`config.mk`:
```
export PLATFORM = sky130hd
export DESIGN_NAME = srs_shifter
export DESIGN_NICKNAME = d
export VERILOG_FILES = /design/src/srs_pkg.sv /design/src/srs_step.sv /design/src/srs_shifter.sv
export SDC_FILE = /design/constraint.sdc
export NUM_CORES = 1
export LEC_CHECK = 0
export ABC_AREA = 1
export ABC_CLOCK_PERIOD_IN_PS = 4300
export BUFFER_PORTS_ARGS = -buffer_cell sky130_fd_sc_hd__buf_4
export CORE_ASPECT_RATIO = 1.2
export CORE_MARGIN = 2
export CORE_UTILIZATION = 35
export CTS_CLUSTER_SIZE = 25
export DETAILED_ROUTE_END_ITERATION = 16
export RECOVER_POWER = 25
export SYNTH_ARGS = -nofsm -noshare
export SYNTH_HDL_FRONTEND = slang
export SYNTH_SLANG_ARGS = --single-unit
```
`constraint.sdc`:
```
create_clock -name ref_clk -period 4.3 [get_ports ref_clk]
set_clock_uncertainty 0.1 [all_clocks]
set_input_delay 0.215 -clock ref_clk [delete_from_list [all_inputs] [get_ports ref_clk]]
set_output_delay 0.215 -clock ref_clk [all_outputs]
set_load 0.01 [all_outputs]
```
`src/srs_pkg.sv`:
```
// Constants, types and offsets shared by the single-register shifter
//
// What this block does
// [RQ1] Logical shifts treat the selected word plus overflow_flag as one 17-bit path.
// [RQ2] Either the main or the index working register may be the shift operand.
// [RQ3] Logical right step: bit 0 to overflow_flag, zero into bit 15.
// [RQ4] Logical left step: zero into bit 0, bit 15 to overflow_flag.
// [RQ5] Multi-position shifts repeat the one-bit step; last bit out stays in flag.
// [RQ6] Rotate right step: bit 0 to overflow_flag, old flag into bit 15.
// [RQ7] Rotate left step: bit 15 to overflow_flag, old flag into bit 0.
// [RQ8] Arithmetic left keeps bit 15, shifts bits 0-14 left, zero into bit 0.
// [RQ9] Arithmetic right keeps bit 15 and copies it into bit 14 each step.
// [RQ10] Arithmetic shifts never read or write overflow_flag; only 15 bits move.
// [RQ11] Instruction bits 12-15 select class; bit 11 zero means single-register shift.
// [RQ12] Positions shifted equal one plus the three-bit count field.
// [RQ13] First position takes one cycle, each further position a quarter cycle.
// [RQ14] The bits 12-15 value marks an instruction as a shift.
// [RQ15] A fixed table maps the operation code to operation; bit 3 picks the operand register.
package srs_pkg;

	////////////////////////////////////////////////////////////////////////////
	localparam int DATA_W = 16;
	localparam int BUS_W  = 32;
	localparam logic [15:0] RST_WORD = 16'h0000;

	// Instruction fields
	localparam int CLASS_LSB   = 12;
	localparam int CLASS_MSB   = 15;
	localparam logic [3:0] CLASS_SHIFT = 4'h1;
	localparam int FORM_BIT    = 11;
	localparam int OPC_LSB     = 4;
	localparam int OPC_MSB     = 10;
	localparam int REG_SEL_BIT = 3;
	localparam int CNT_LSB     = 0;
	localparam int CNT_MSB     = 2;

	// Operation codes held in bits 4-10; bit 3 picks the operand register
	localparam logic [6:0] OPC_LRIGHT = 7'h01;
	localparam logic [6:0] OPC_LLEFT  = 7'h02;
	localparam logic [6:0] OPC_RRIGHT = 7'h03;
	localparam logic [6:0] OPC_RLEFT  = 7'h04;
	localparam logic [6:0] OPC_ARIGHT = 7'h05;
	localparam logic [6:0] OPC_ALEFT  = 7'h06;

	// Timing: a machine cycle is four clocks, so a quarter cycle is one clock
	localparam int CLK_HZ          = 20_000_000;
	localparam int TICKS_PER_CYCLE = 4;
	localparam int CYCLE_QUARTERS  = 4;
	localparam int TICKS_PER_QTR   = TICKS_PER_CYCLE / CYCLE_QUARTERS;
	localparam logic [3:0] FIRST_STEP_TICK = 4'(TICKS_PER_CYCLE - 1);
	localparam logic [3:0] QTR_TICKS       = 4'(TICKS_PER_QTR);

	// Register byte offsets
	localparam logic [4:0] OFF_INSTR  = 5'h00;
	localparam logic [4:0] OFF_A      = 5'h04;
	localparam logic [4:0] OFF_X      = 5'h08;
	localparam logic [4:0] OFF_OV     = 5'h0C;
	localparam logic [4:0] OFF_STATUS = 5'h10;
	localparam logic [4:0] OFF_TICKS  = 5'h14;

	// Status bits
	localparam int SB_BUSY = 0;
	localparam int SB_DONE = 1;
	localparam int SB_BAD  = 2;

	////////////////////////////////////////////////////////////////////////////
	typedef enum logic [2:0] {
		OP_NONE,
		OP_LRIGHT,
		OP_LLEFT,
		OP_RRIGHT,
		OP_RLEFT,
		OP_ARIGHT,
		OP_ALEFT
	} srs_op_t;

	typedef enum logic {
		ST_IDLE,
		ST_RUN
	} srs_state_t;

endpackage : srs_pkg

```
`src/srs_step.sv`:
```
// One-bit shift step for every single-register operation
`timescale 1ns/1ps
module srs_step (
	// Operation
	input  wire srs_pkg::srs_op_t op,
	// Operand
	input  wire logic [15:0]      word_in,
	input  wire logic             ov_in,
	// Result
	output logic [15:0]           word_out,
	output logic                  ov_out
);

	always_comb begin
		word_out = word_in;
		ov_out   = ov_in;
		case (op)
			srs_pkg::OP_LRIGHT: begin
				ov_out   = word_in[0];                       // RQ3
				word_out = {1'b0, word_in[15:1]};             // RQ3
			end
			srs_pkg::OP_LLEFT: begin
				ov_out   = word_in[15];                      // RQ4
				word_out = {word_in[14:0], 1'b0};             // RQ4
			end
			srs_pkg::OP_RRIGHT: begin
				ov_out   = word_in[0];                       // RQ6
				word_out = {ov_in, word_in[15:1]};            // RQ6
			end
			srs_pkg::OP_RLEFT: begin
				ov_out   = word_in[15];                      // RQ7
				word_out = {word_in[14:0], ov_in};            // RQ7
			end
			srs_pkg::OP_ARIGHT: begin
				word_out = {word_in[15], word_in[15], word_in[14:1]};  // RQ9
			end
			srs_pkg::OP_ALEFT: begin
				word_out = {word_in[15], word_in[13:0], 1'b0};          // RQ8
			end
			default: begin
				word_out = word_in;
				ov_out   = ov_in;
			end
		endcase
	end

endmodule : srs_step

```
`src/srs_shifter.sv`:
```
// Single-register shifter with its Avalon-MM register slave
`timescale 1ns/1ps
module srs_shifter (
	// Clock and reset
	input  wire logic        ref_clk,
	input  wire logic        resetn,
	// Avalon-MM slave, word addressed
	input  wire logic [2:0]  avs_address,
	input  wire logic        avs_read,
	input  wire logic        avs_write,
	input  wire logic [31:0] avs_writedata,
	input  wire logic [3:0]  avs_byteenable,
	output logic [31:0]      avs_readdata,
	output logic             avs_waitrequest,
	// Status
	output logic             busy
);

	////////////////////////////////////////////////////////////////////////////
	// Decode helpers

	function automatic logic hit(input logic [2:0] adr, input logic [4:0] off);
		hit = (adr == off[4:2]);
	endfunction : hit

	function automatic srs_pkg::srs_op_t decode_op(input logic [15:0] ins);
		logic [6:0] opc;
		opc       = ins[srs_pkg::OPC_MSB:srs_pkg::OPC_LSB];
		decode_op = srs_pkg::OP_NONE;
		if (ins[srs_pkg::CLASS_MSB:srs_pkg::CLASS_LSB] != srs_pkg::CLASS_SHIFT) begin  // RQ14
			decode_op = srs_pkg::OP_NONE;
		end else if (ins[srs_pkg::FORM_BIT]) begin                                     // RQ11
			decode_op = srs_pkg::OP_NONE;
		end else if (opc == srs_pkg::OPC_LRIGHT) begin                                 // RQ15
			decode_op = srs_pkg::OP_LRIGHT;
		end else if (opc == srs_pkg::OPC_LLEFT) begin
			decode_op = srs_pkg::OP_LLEFT;
		end else if (opc == srs_pkg::OPC_RRIGHT) begin
			decode_op = srs_pkg::OP_RRIGHT;
		end else if (opc == srs_pkg::OPC_RLEFT) begin
			decode_op = srs_pkg::OP_RLEFT;
		end else if (opc == srs_pkg::OPC_ARIGHT) begin
			decode_op = srs_pkg::OP_ARIGHT;
		end else if (opc == srs_pkg::OPC_ALEFT) begin
			decode_op = srs_pkg::OP_ALEFT;
		end
	endfunction : decode_op

	function automatic logic [15:0] merge16(input logic [15:0] old, input logic [31:0] wd,
		input logic [3:0] be);
		merge16 = {be[1] ? wd[15:8] : old[15:8], be[0] ? wd[7:0] : old[7:0]};
	endfunction : merge16

	////////////////////////////////////////////////////////////////////////////
	// State

	srs_pkg::srs_state_t state_q;
	srs_pkg::srs_op_t    op_q;
	logic                sel_x_q;
	logic [3:0]          steps_left_q;
	logic [3:0]          tick_q;
	logic [3:0]          next_step_q;
	logic [3:0]          last_ticks_q;
	logic [15:0]         instr_q;
	logic [15:0]         a_q;
	logic [15:0]         x_q;
	logic                overflow_flag_q;
	logic                done_q;
	logic                bad_q;
	logic                rd_ack_q;
	logic [31:0]         rdata_q;

	logic                wr_ok;
	logic                rd_ok;
	logic                blocked;
	logic                start;
	logic                step_en;
	logic                last_step;
	srs_pkg::srs_op_t    new_op;
	logic [15:0]         cur_word;
	logic [15:0]         step_word;
	logic                step_ov;
	logic [15:0]         new_ins;
	logic [31:0]         rd_word;
	logic                wr_instr;
	logic                wr_a;
	logic                wr_x;
	logic                wr_ov;
	logic                wr_status;

	////////////////////////////////////////////////////////////////////////////
	// Bus handshake
	// Reads take one wait state so that read data come from a flop.
	// Writes that would disturb a shift in flight are stalled until it ends.

	assign blocked = (state_q == srs_pkg::ST_RUN) &&
		(hit(avs_address, srs_pkg::OFF_INSTR) || hit(avs_address, srs_pkg::OFF_A) ||
		 hit(avs_address, srs_pkg::OFF_X) || hit(avs_address, srs_pkg::OFF_OV));

	assign avs_waitrequest = (avs_read && !rd_ack_q) || (avs_write && blocked);
	assign wr_ok           = avs_write && !blocked;
	assign rd_ok           = avs_read && rd_ack_q;
	assign avs_readdata    = rdata_q;
	assign busy            = (state_q == srs_pkg::ST_RUN);

	// A held read gets one wait state per word, since the acknowledge toggles
	always_ff @(posedge ref_clk) begin
		if (!resetn) begin
			rd_ack_q <= 1'b0;
		end else begin
			rd_ack_q <= avs_read && !rd_ack_q;
		end
	end

	// Read word is picked from the live registers, then held in a flop
	always_comb begin
		rd_word = 32'h00000000;
		if (hit(avs_address, srs_pkg::OFF_INSTR)) begin
			rd_word = {16'h0000, instr_q};
		end else if (hit(avs_address, srs_pkg::OFF_A)) begin
			rd_word = {16'h0000, a_q};
		end else if (hit(avs_address, srs_pkg::OFF_X)) begin
			rd_word = {16'h0000, x_q};
		end else if (hit(avs_address, srs_pkg::OFF_OV)) begin
			rd_word = {31'h0, overflow_flag_q};
		end else if (hit(avs_address, srs_pkg::OFF_STATUS)) begin
			rd_word = {29'h0, bad_q, done_q, busy};
		end else if (hit(avs_address, srs_pkg::OFF_TICKS)) begin
			rd_word = {28'h0, last_ticks_q};
		end
	end

	// Loaded only in the wait cycle, so it stands until the next read
	always_ff @(posedge ref_clk) begin
		if (!resetn) begin
			rdata_q <= 32'h00000000;
		end else if (avs_read && !rd_ack_q) begin
			rdata_q <= rd_word;
		end
	end

	////////////////////////////////////////////////////////////////////////////
	// Write decode: one strobe per register except the read-only tick count; unmapped words raise none
	// and are dropped, so software may probe the map without side effects

	always_comb begin
		wr_instr  = 1'b0;
		wr_a      = 1'b0;
		wr_x      = 1'b0;
		wr_ov     = 1'b0;
		wr_status = 1'b0;
		if (wr_ok) begin
			if (hit(avs_address, srs_pkg::OFF_INSTR)) begin
				wr_instr = 1'b1;
			end else if (hit(avs_address, srs_pkg::OFF_A)) begin
				wr_a = 1'b1;
			end else if (hit(avs_address, srs_pkg::OFF_X)) begin
				wr_x = 1'b1;
			end else if (hit(avs_address, srs_pkg::OFF_OV)) begin
				wr_ov = 1'b1;
			end else if (hit(avs_address, srs_pkg::OFF_STATUS)) begin
				wr_status = 1'b1;
			end
		end
	end

	////////////////////////////////////////////////////////////////////////////
	// Instruction intake

	// Byte lanes merge first so a partial write decodes the word it will store
	assign new_ins = merge16(instr_q, avs_writedata, avs_byteenable);
	assign new_op  = decode_op(new_ins);
	assign start   = wr_instr && (new_op != srs_pkg::OP_NONE);

	always_ff @(posedge ref_clk) begin
		if (!resetn) begin
			instr_q <= srs_pkg::RST_WORD;
		end else if (wr_instr) begin
			instr_q <= new_ins;
		end
	end

	// Operation is latched once per instruction
	always_ff @(posedge ref_clk) begin
		if (!resetn) begin
			op_q <= srs_pkg::OP_NONE;
		end else if (start) begin
			op_q <= new_op;
		end
	end

	// Operand choice steers the datapath for the whole shift
	always_ff @(posedge ref_clk) begin
		if (!resetn) begin
			sel_x_q <= 1'b0;
		end else if (start) begin
			sel_x_q <= new_ins[srs_pkg::REG_SEL_BIT];                             // RQ2
		end
	end

	////////////////////////////////////////////////////////////////////////////
	// Sequencer

	always_ff @(posedge ref_clk) begin
		if (!resetn) begin
			state_q <= srs_pkg::ST_IDLE;
		end else begin
			case (state_q)
				srs_pkg::ST_IDLE: begin
					if (start) begin
						state_q <= srs_pkg::ST_RUN;
					end
				end
				srs_pkg::ST_RUN: begin
					if (last_step) begin
						state_q <= srs_pkg::ST_IDLE;
					end
				end
				default: begin
					state_q <= srs_pkg::ST_IDLE;
				end
			endcase
		end
	end

	// First position lands at the end of a full cycle, later ones each quarter
	assign step_en   = (state_q == srs_pkg::ST_RUN) && (tick_q == next_step_q);  // RQ13
	assign last_step = step_en && (steps_left_q == 4'h1);                         // RQ5

	// Clocks since the start edge; it only runs while a shift is in flight
	always_ff @(posedge ref_clk) begin
		if (!resetn) begin
			tick_q <= 4'h0;
		end else if (start) begin
			tick_q <= 4'h0;
		end else if (state_q == srs_pkg::ST_RUN) begin
			tick_q <= tick_q + 4'h1;
		end
	end

	// Tick at which the next position lands
	always_ff @(posedge ref_clk) begin
		if (!resetn) begin
			next_step_q <= srs_pkg::FIRST_STEP_TICK;
		end else if (start) begin
			next_step_q <= srs_pkg::FIRST_STEP_TICK;                                // RQ13
		end else if (step_en) begin
			next_step_q <= next_step_q + srs_pkg::QTR_TICKS;                        // RQ13
		end
	end

	// Positions still to go, loaded as one plus the count field
	always_ff @(posedge ref_clk) begin
		if (!resetn) begin
			steps_left_q <= 4'h0;
		end else if (start) begin
			steps_left_q <= {1'b0, new_ins[srs_pkg::CNT_MSB:srs_pkg::CNT_LSB]} + 4'h1; // RQ12
		end else if (step_en) begin
			steps_left_q <= steps_left_q - 4'h1;                                    // RQ5
		end
	end

	// Clocks taken by the last shift, for software to inspect
	always_ff @(posedge ref_clk) begin
		if (!resetn) begin
			last_ticks_q <= 4'h0;
		end else if (last_step) begin
			last_ticks_q <= tick_q + 4'h1;
		end
	end

	////////////////////////////////////////////////////////////////////////////
	// Datapath

	assign cur_word = sel_x_q ? x_q : a_q;                                       // RQ2

	// One stepper reused each position keeps area small at the cost of time
	srs_step u_step (
		.op       (op_q),
		.word_in  (cur_word),
		.ov_in    (overflow_flag_q),                                              // RQ1
		.word_out (step_word),
		.ov_out   (step_ov)
	);

	always_ff @(posedge ref_clk) begin
		if (!resetn) begin
			a_q <= srs_pkg::RST_WORD;
		end else if (step_en && !sel_x_q) begin
			a_q <= step_word;                                                     // RQ5
		end else if (wr_a) begin
			a_q <= merge16(a_q, avs_writedata, avs_byteenable);
		end
	end

	always_ff @(posedge ref_clk) begin
		if (!resetn) begin
			x_q <= srs_pkg::RST_WORD;
		end else if (step_en && sel_x_q) begin
			x_q <= step_word;                                                     // RQ5
		end else if (wr_x) begin
			x_q <= merge16(x_q, avs_writedata, avs_byteenable);
		end
	end

	// Arithmetic steps pass the flag through untouched
	always_ff @(posedge ref_clk) begin
		if (!resetn) begin
			overflow_flag_q <= 1'b0;
		end else if (step_en && (op_q != srs_pkg::OP_ARIGHT) &&
			(op_q != srs_pkg::OP_ALEFT)) begin                                     // RQ10
			overflow_flag_q <= step_ov;                                           // RQ1
		end else if (wr_ov && avs_byteenable[0]) begin
			overflow_flag_q <= avs_writedata[0];
		end
	end

	////////////////////////////////////////////////////////////////////////////
	// Sticky status; a set in the same cycle as a clear wins

	always_ff @(posedge ref_clk) begin
		if (!resetn) begin
			done_q <= 1'b0;
		end else if (last_step) begin
			done_q <= 1'b1;
		end else if (wr_status && avs_byteenable[0] && avs_writedata[srs_pkg::SB_DONE]) begin
			done_q <= 1'b0;
		end
	end

	// Instructions outside the shift class or table are dropped and flagged
	always_ff @(posedge ref_clk) begin
		if (!resetn) begin
			bad_q <= 1'b0;
		end else if (wr_ok && hit(avs_address, srs_pkg::OFF_INSTR) &&
			(new_op == srs_pkg::OP_NONE)) begin                                    // RQ11
			bad_q <= 1'b1;
		end else if (wr_status && avs_byteenable[0] && avs_writedata[srs_pkg::SB_BAD]) begin
			bad_q <= 1'b0;
		end
	end

endmodule : srs_shifter

```
==> results of run 1 <==
-- metrics by stage --
stage / power (mW) / hold WS, ps / utilization (%) / std cells
finish: 1.83 / 59.4 / 39.5 / 1032
floorplan: 1.00 / 271 / - / 814
CTS: 1.85 / 57.6 / 39.9 / 1032
global route: 1.91 / 67.3 / 39.5 / 1032
detailed placement: 1.06 / 351 / 37.9 / 1017
global placement: 1.06 / 347 / 37.9 / 1017
-- routing by layer --
metal	vias up	GRT usage, %	share of wire [%]
met2	109	34.1	49
met3	14	3.68	3.4
met1	2341	25.5	47
li1	2631	-	-
met5	-	0	0
met4	0	5.01	1.0
-- power groups by stage --
stage	Clock, mW	Sequential, mW	Combinational [mW]
CTS	0.814	0.856	0.184
global route	0.854	0.857	0.196
global placement	0	0.875	0.183
detailed placement	0	0.874	0.183
floorplan	0	0.874	0.126
finish	0.802	0.856	0.176
-- logic make-up after synthesis --
kind of cell,synth area share [%]
fa+ha+maj,1.19
mux,0.593
simple gates,29.2
compound gates,21.1
flops,33.8
buf+inv,12.9
other cells,0.0711
xor+xnor,1.16
-- cell type report --
cell class                      instances  area share, %
Sequential cell                        89           30.4
Clock inverter                          5          0.962
Tap cell                              204           4.36
Inverter                               98           6.37
Timing Repair Buffer                   46           4.74
Clock buffer                           10           4.08
Multi-Input combinational cell        580           49.1
-- worst max-delay path: cells and delay by family, from the launching register on --
| kind | cells | cell delay, ps |
|---|---|---|
| AO/OA/AOI/OAI | 1 | 180 |
| AND/OR/NAND/NOR | 1 | 90 |
| buffers and inverters | 3 | 1470 |
| flip-flops | 1 | 310 |
-- worst paths after layout --
kind / startpoint / end / slack (ps)
max reg2reg: busy$_SDFF_PN0_ / x_q[10]$_SDFFE_PN0P_ / 1610
max: rd_ack_q$_SDFF_PN0_ / avs_waitrequest / 1600
min: avs_writedata[11] / x_q[11]$_SDFFE_PN0P_ / 60
min reg2reg: last_ticks_q[0]$_SDFFE_PN0P_ / last_ticks_q[0]$_SDFFE_PN0P_ / 360
-- cell usage in the layout (no fill, tap or decap), types with 9 or more instances in the layout --
cell	n
a41oi_1	12
nor2_1	46
buf_4	28
dfxtp_1	89
nand3_1	24
a21oi_1	43
clkbuf_1	18
a31oi_1	15
nand2_1	253
clkbuf_16	9
inv_1	82
conb_1	16
nand2_2	12
o21ai_0	74
inv_2	12
-- sequential cells by signal, indices dropped and copies added (netlist names) --
name             flops
a_q                 16
x_q                 16
bad_q                1
instr_q             16
avs_readdata        16
busy                 1
last_ticks_q         4
tick_q               4
steps_left_q         4
next_step_q          4
op_q                 3
sel_x_q              1
overflow_flag_q      1
rd_ack_q             1
done_q               1
==> impl_metrics.yaml, run 1 <==
synthesis:
  seq_area_frac_synth_pct: 33.8
  yosysWarningCount: 0
  synth-async-reset-ratio_pct: 0
  yosysMostFrequentCell: "nand2_1"
  synth_edf_count: 0
  synth_top_area_share_pct: 33.8
  netlist_area_um2: 5280
  syn_inst: 799
  synth_seq_cells: 89
  synth_area_leaders: "dfxtp_1 (34%), nand2_1 (18%), o21ai_0 (7.0%)"
  synth_largest_area_cell: "dfxtp_1"
  synth_common_cells: "nand2_1 (253), dfxtp_1 (89), inv_1 (82)"
  avgSynthCellArea_um2: 6.60
  synth.distinct_cells: 47
  synth_ff_type: "dfxtp_1"
final_layout:
  diodes: 0
  fillers: 1671
  area.sequential_um2: 1780
  syn2layout_area_growth_pct: 11.0
  drive_gt1_share_pct: 10.5
  stdcell_area_um2: 5860
  nets: 872
  multi_input_area_um2: 2870
worst_setup_path:
  critPathRequiredTime_ps: 3980
  worstSetupPathType: "flop to primary output"
  crit_fanout: 30
  crit_chain: "nor2_2 -> clkbuf_1 -> inv_1 -> o31ai_1 -> buf_4"
  end_kind: "primary output"
  critPathMaxStageDelay_ps: 960
  cp_slowest_cell: "clkbuf_1"
  arrival_ps: 2390
  crit_path_start_kind: "flop"
  r2r_cells: 11
floorplanning:
  die_w_um: 116
  start_util_pct: 35.6
  die_y_um: 138
  io_pins: 77
  fp-row-count: 49
  die-area_um2: 16100
  coreArea_um2: 14800
timing:
  worst_pin_slew_ps: 1310
  timing.slew.headroom_pct: 12.6
  period_needed_ps: 2700
  fmax_mhz: 370
  rsz0062_at_grt: "false"
  finalSetupViolCount: 0
  layout_setup_ws_ps: 1600
  finalHoldViolations: 0
  tns_ps: 0
  slew_violations: 0
  min_period_over_period_pct: 62.9
job:
  cap_violations: 0
global_route:
  grt_max_degree: 56
  grt_pass1_wl_um: 24800
  track_usage_pct: 19.9
  first_global_vias: 4755
  grt_overflow: 0
  antenna_found_initial: 0
clocking:
  clock_sinks: 89
  clock_latency_ps: 350
  cts_made_buffers: 9
  clk_pin_slew_ps: 60
  h-tree-depth: 3
  cts_setup_buffers: 0
  cts_max_path_buffers: 2
  ctsHoldBuffers: 0
  ctsResizeCount: 0
  cts-root-buf: "clkbuf_16"
  cts_tree: "yes"
placed_design:
  gp_congestion: 0.848
  placedInstanceArea_um2: 5630
  io_buffers: 42
  post-place-ws_ps: 1610
  dpl.hpwl_um: 11200
drt:
  vias_per_cell: 4.94
  drt_iter0_markers: 321
  drt-total-wl_um: 15500
  ant_nets: 0
  wl_per_cell_um: 15.0
  drc: 0
  num_vias: 5095
  dr.pass1.iters: 5
power:
  internal-power_mw: 1.36
  power_switching_mw: 0.475
  p_per_area_nw_per_um2: 313
  clock_power_share_pct: 43.7
  leakage_nw: 2.38
  comb_power_share_pct: 9.6
  power.share.sequential_pct: 46.7
  worst_ir_drop_vdd_uv: 192
  p_sw_share_pct: 25.9
run_status:
  status: "complete, no violations"
hold_path:
  min_path_type: "input pin to flop"
  hold_depth: 3
No activity file was read; power rests on OpenSTA's default activity.
==> run 2: changes to the inputs <==
--- a/config.mk
+++ b/config.mk
@@ -6,7 +6,7 @@
 export NUM_CORES = 1
 export LEC_CHECK = 0
 export ABC_AREA = 1
-export ABC_CLOCK_PERIOD_IN_PS = 4300
+export ABC_CLOCK_PERIOD_IN_PS = 2700
 export BUFFER_PORTS_ARGS = -buffer_cell sky130_fd_sc_hd__buf_4
 export CORE_ASPECT_RATIO = 1.2
 export CORE_MARGIN = 2
==> constraint.sdc (replaced) <==
create_clock -name ref_clk -period 2.7 [get_ports ref_clk]
set_clock_uncertainty 0.1 [all_clocks]
set_input_delay 0.135 -clock ref_clk [delete_from_list [all_inputs] [get_ports ref_clk]]
set_output_delay 0.135 -clock ref_clk [all_outputs]
set_load 0.01 [all_outputs]
==> run 2 against run 1 <==
Routed wire length fell by 0.81%. Utilization grew 0.60 points. Worst setup slack worse by 1200 ps. Highest routed layer unchanged. Critical path type is now flop to flop.
==> impl_metrics.yaml, run 2 (same netlist as run 1, synthesis figures left out) <==
worst_setup_path:
  crit_path_start_kind: "flop"
  r2r_cells: 12
  worstSetupPathType: "flop to flop"
  cp_slowest_cell: "dfxtp_1"
  critPathMaxStageDelay_ps: 350
  crit_fanout: 13
  critPathRequiredTime_ps: 2840
  worst-path-buf-inv: 3
  arrival_ps: 2420
  path_delay_family: "simple AND/OR/NAND/NOR gates"
  end_kind: "flop"
  crit_chain: "inv_1 -> o22ai_1 -> nor2_1 -> nand2_1 -> nor2_1 -> inv_2 -> nor2_4 -> nor2_1 -> nand2_1 -> o211ai_1 -> nand2_1 -> inv_1"
  crit_cells: 12
timing:
  fmax_mhz: 439
  min_period_over_period_pct: 84.3
  worst_pin_slew_ps: 591
  rsz0062_at_grt: "false"
  finalHoldViolations: 0
  slew_violations: 0
  tns_ps: 0
  finalSetupViolCount: 0
  timing.slew.headroom_pct: 60.6
  period_needed_ps: 2280
drt:
  vias_per_cell: 4.91
  drc: 0
  drt-total-wl_um: 15400
  dr.pass1.iters: 6
  num_vias: 5119
  wl_per_cell_um: 14.7
  ant_nets: 0
  drt_iter0_markers: 423
floorplanning:
  die-area_um2: 16100
  die_w_um: 116
  start_util_pct: 35.6
  die_y_um: 138
  fp-row-count: 49
  coreArea_um2: 14800
  io_pins: 77
final_layout:
  syn2layout_area_growth_pct: 12.7
  layout_commonest_cell: "nand2_1"
  drive_gt1_share_pct: 11.0
  area.sequential_um2: 1780
  fin_util_pct: 40.1
  diodes: 0
  nets: 881
  multi_input_area_um2: 2870
  final_cell_mix: "nand2_1 (253), dfxtp_1 (89), inv_1 (82)"
  fillers: 1649
global_route:
  track_usage_pct: 19.6
  grt_max_degree: 56
  first_global_vias: 4655
  grt_overflow: 0
  antenna_found_initial: 0
  grt_pass1_wl_um: 24700
clocking:
  cts_max_path_buffers: 2
  cts_made_buffers: 9
  ctsResizeCount: 0
  clock_sinks: 89
  cts_tree: "yes"
  cts-root-buf: "clkbuf_16"
  clock_latency_ps: 340
  clk_pin_slew_ps: 60
  h-tree-depth: 3
power:
  finalPower_mw: 2.96
  leakage_nw: 2.43
  p_per_area_nw_per_um2: 498
  worst_ir_drop_vdd_uv: 266
job:
  cap_violations: 0
placed_design:
  io_buffers: 42
  gp_congestion: 0.826
  dpl.hpwl_um: 11300
hold_path:
  hold_depth: 3
  min_path_type: "input pin to flop"
run_status:
  status: "complete, no violations"
[run 2: cell count changes in the layout (fill, tap and decap cells not counted), sizes merged]
cell	before	now
buf	28	34
clkbuf	28	32
clkinv	5	3
clkinvlp	1	0
dlygate4sd3	0	3
[run 2: path summary, 6_finish.rpt]
check                                                  start                           end  slack, ps
worst max-delay path                  tick_q[0]$_SDFFE_PP0P_          x_q[14]$_SDFFE_PN0P_        420
worst min-delay path                        avs_writedata[7]           x_q[7]$_SDFFE_PN0P_          8
worst min register to register  last_ticks_q[1]$_SDFFE_PN0P_  last_ticks_q[1]$_SDFFE_PN0P_        350
worst max register to register        tick_q[0]$_SDFFE_PP0P_          x_q[14]$_SDFFE_PN0P_        420
[run 2: power breakdown]
part / internal, mW / switching (mW)
Clock: 0.793 / 0.519
Sequential: 1.34 / 0.0196
Combinational: 0.0904 / 0.194
Total: 2.23 / 0.733
[run 2: repair_timing]
item	4_1_cts	5_1_grt
endpoints found under the hold margin	5	0
hold buffers	3	0
buffers inserted	0	0
[run 2: metal layers]
layer / GRT usage (%) / wire length (µm) / up-vias
met4: 5.33 / 245 / 0
met3: 2.89 / 769 / 16
li1: - / - / 2646
met5: 0 / 0 / -
met2: 32.2 / 7390 / 157
met1: 26.6 / 6970 / 2300
[run 2: worst min-delay path, stage by stage]
cell and delay (ps):
buf_4 130, nand2_1 60, a31oi_1 70
[run 2: stage by stage]
step / cell area, µm² / hold WS [ps] / cells / worst slack [ps]
floorplan: 5330 / 191 / 814 / 979
global placement: 5670 / 344 / 1023 / 472
detailed placement: 5670 / 350 / 1023 / 466
CTS: 6010 / 0.0477 / 1042 / 445
global route: 5940 / 22.9 / 1042 / 163
finish: 5940 / 7.55 / 1042 / 423
[run 2: final cells by class]
cell class / count / share of cell area [%]
Clock inverter: 2 / 0.589
Timing Repair Buffer: 55 / 5.94
Tap cell: 204 / 4.29
Clock buffer: 14 / 4.61
Sequential cell: 89 / 30.0
Multi-Input combinational cell: 580 / 48.3
Inverter: 98 / 6.27
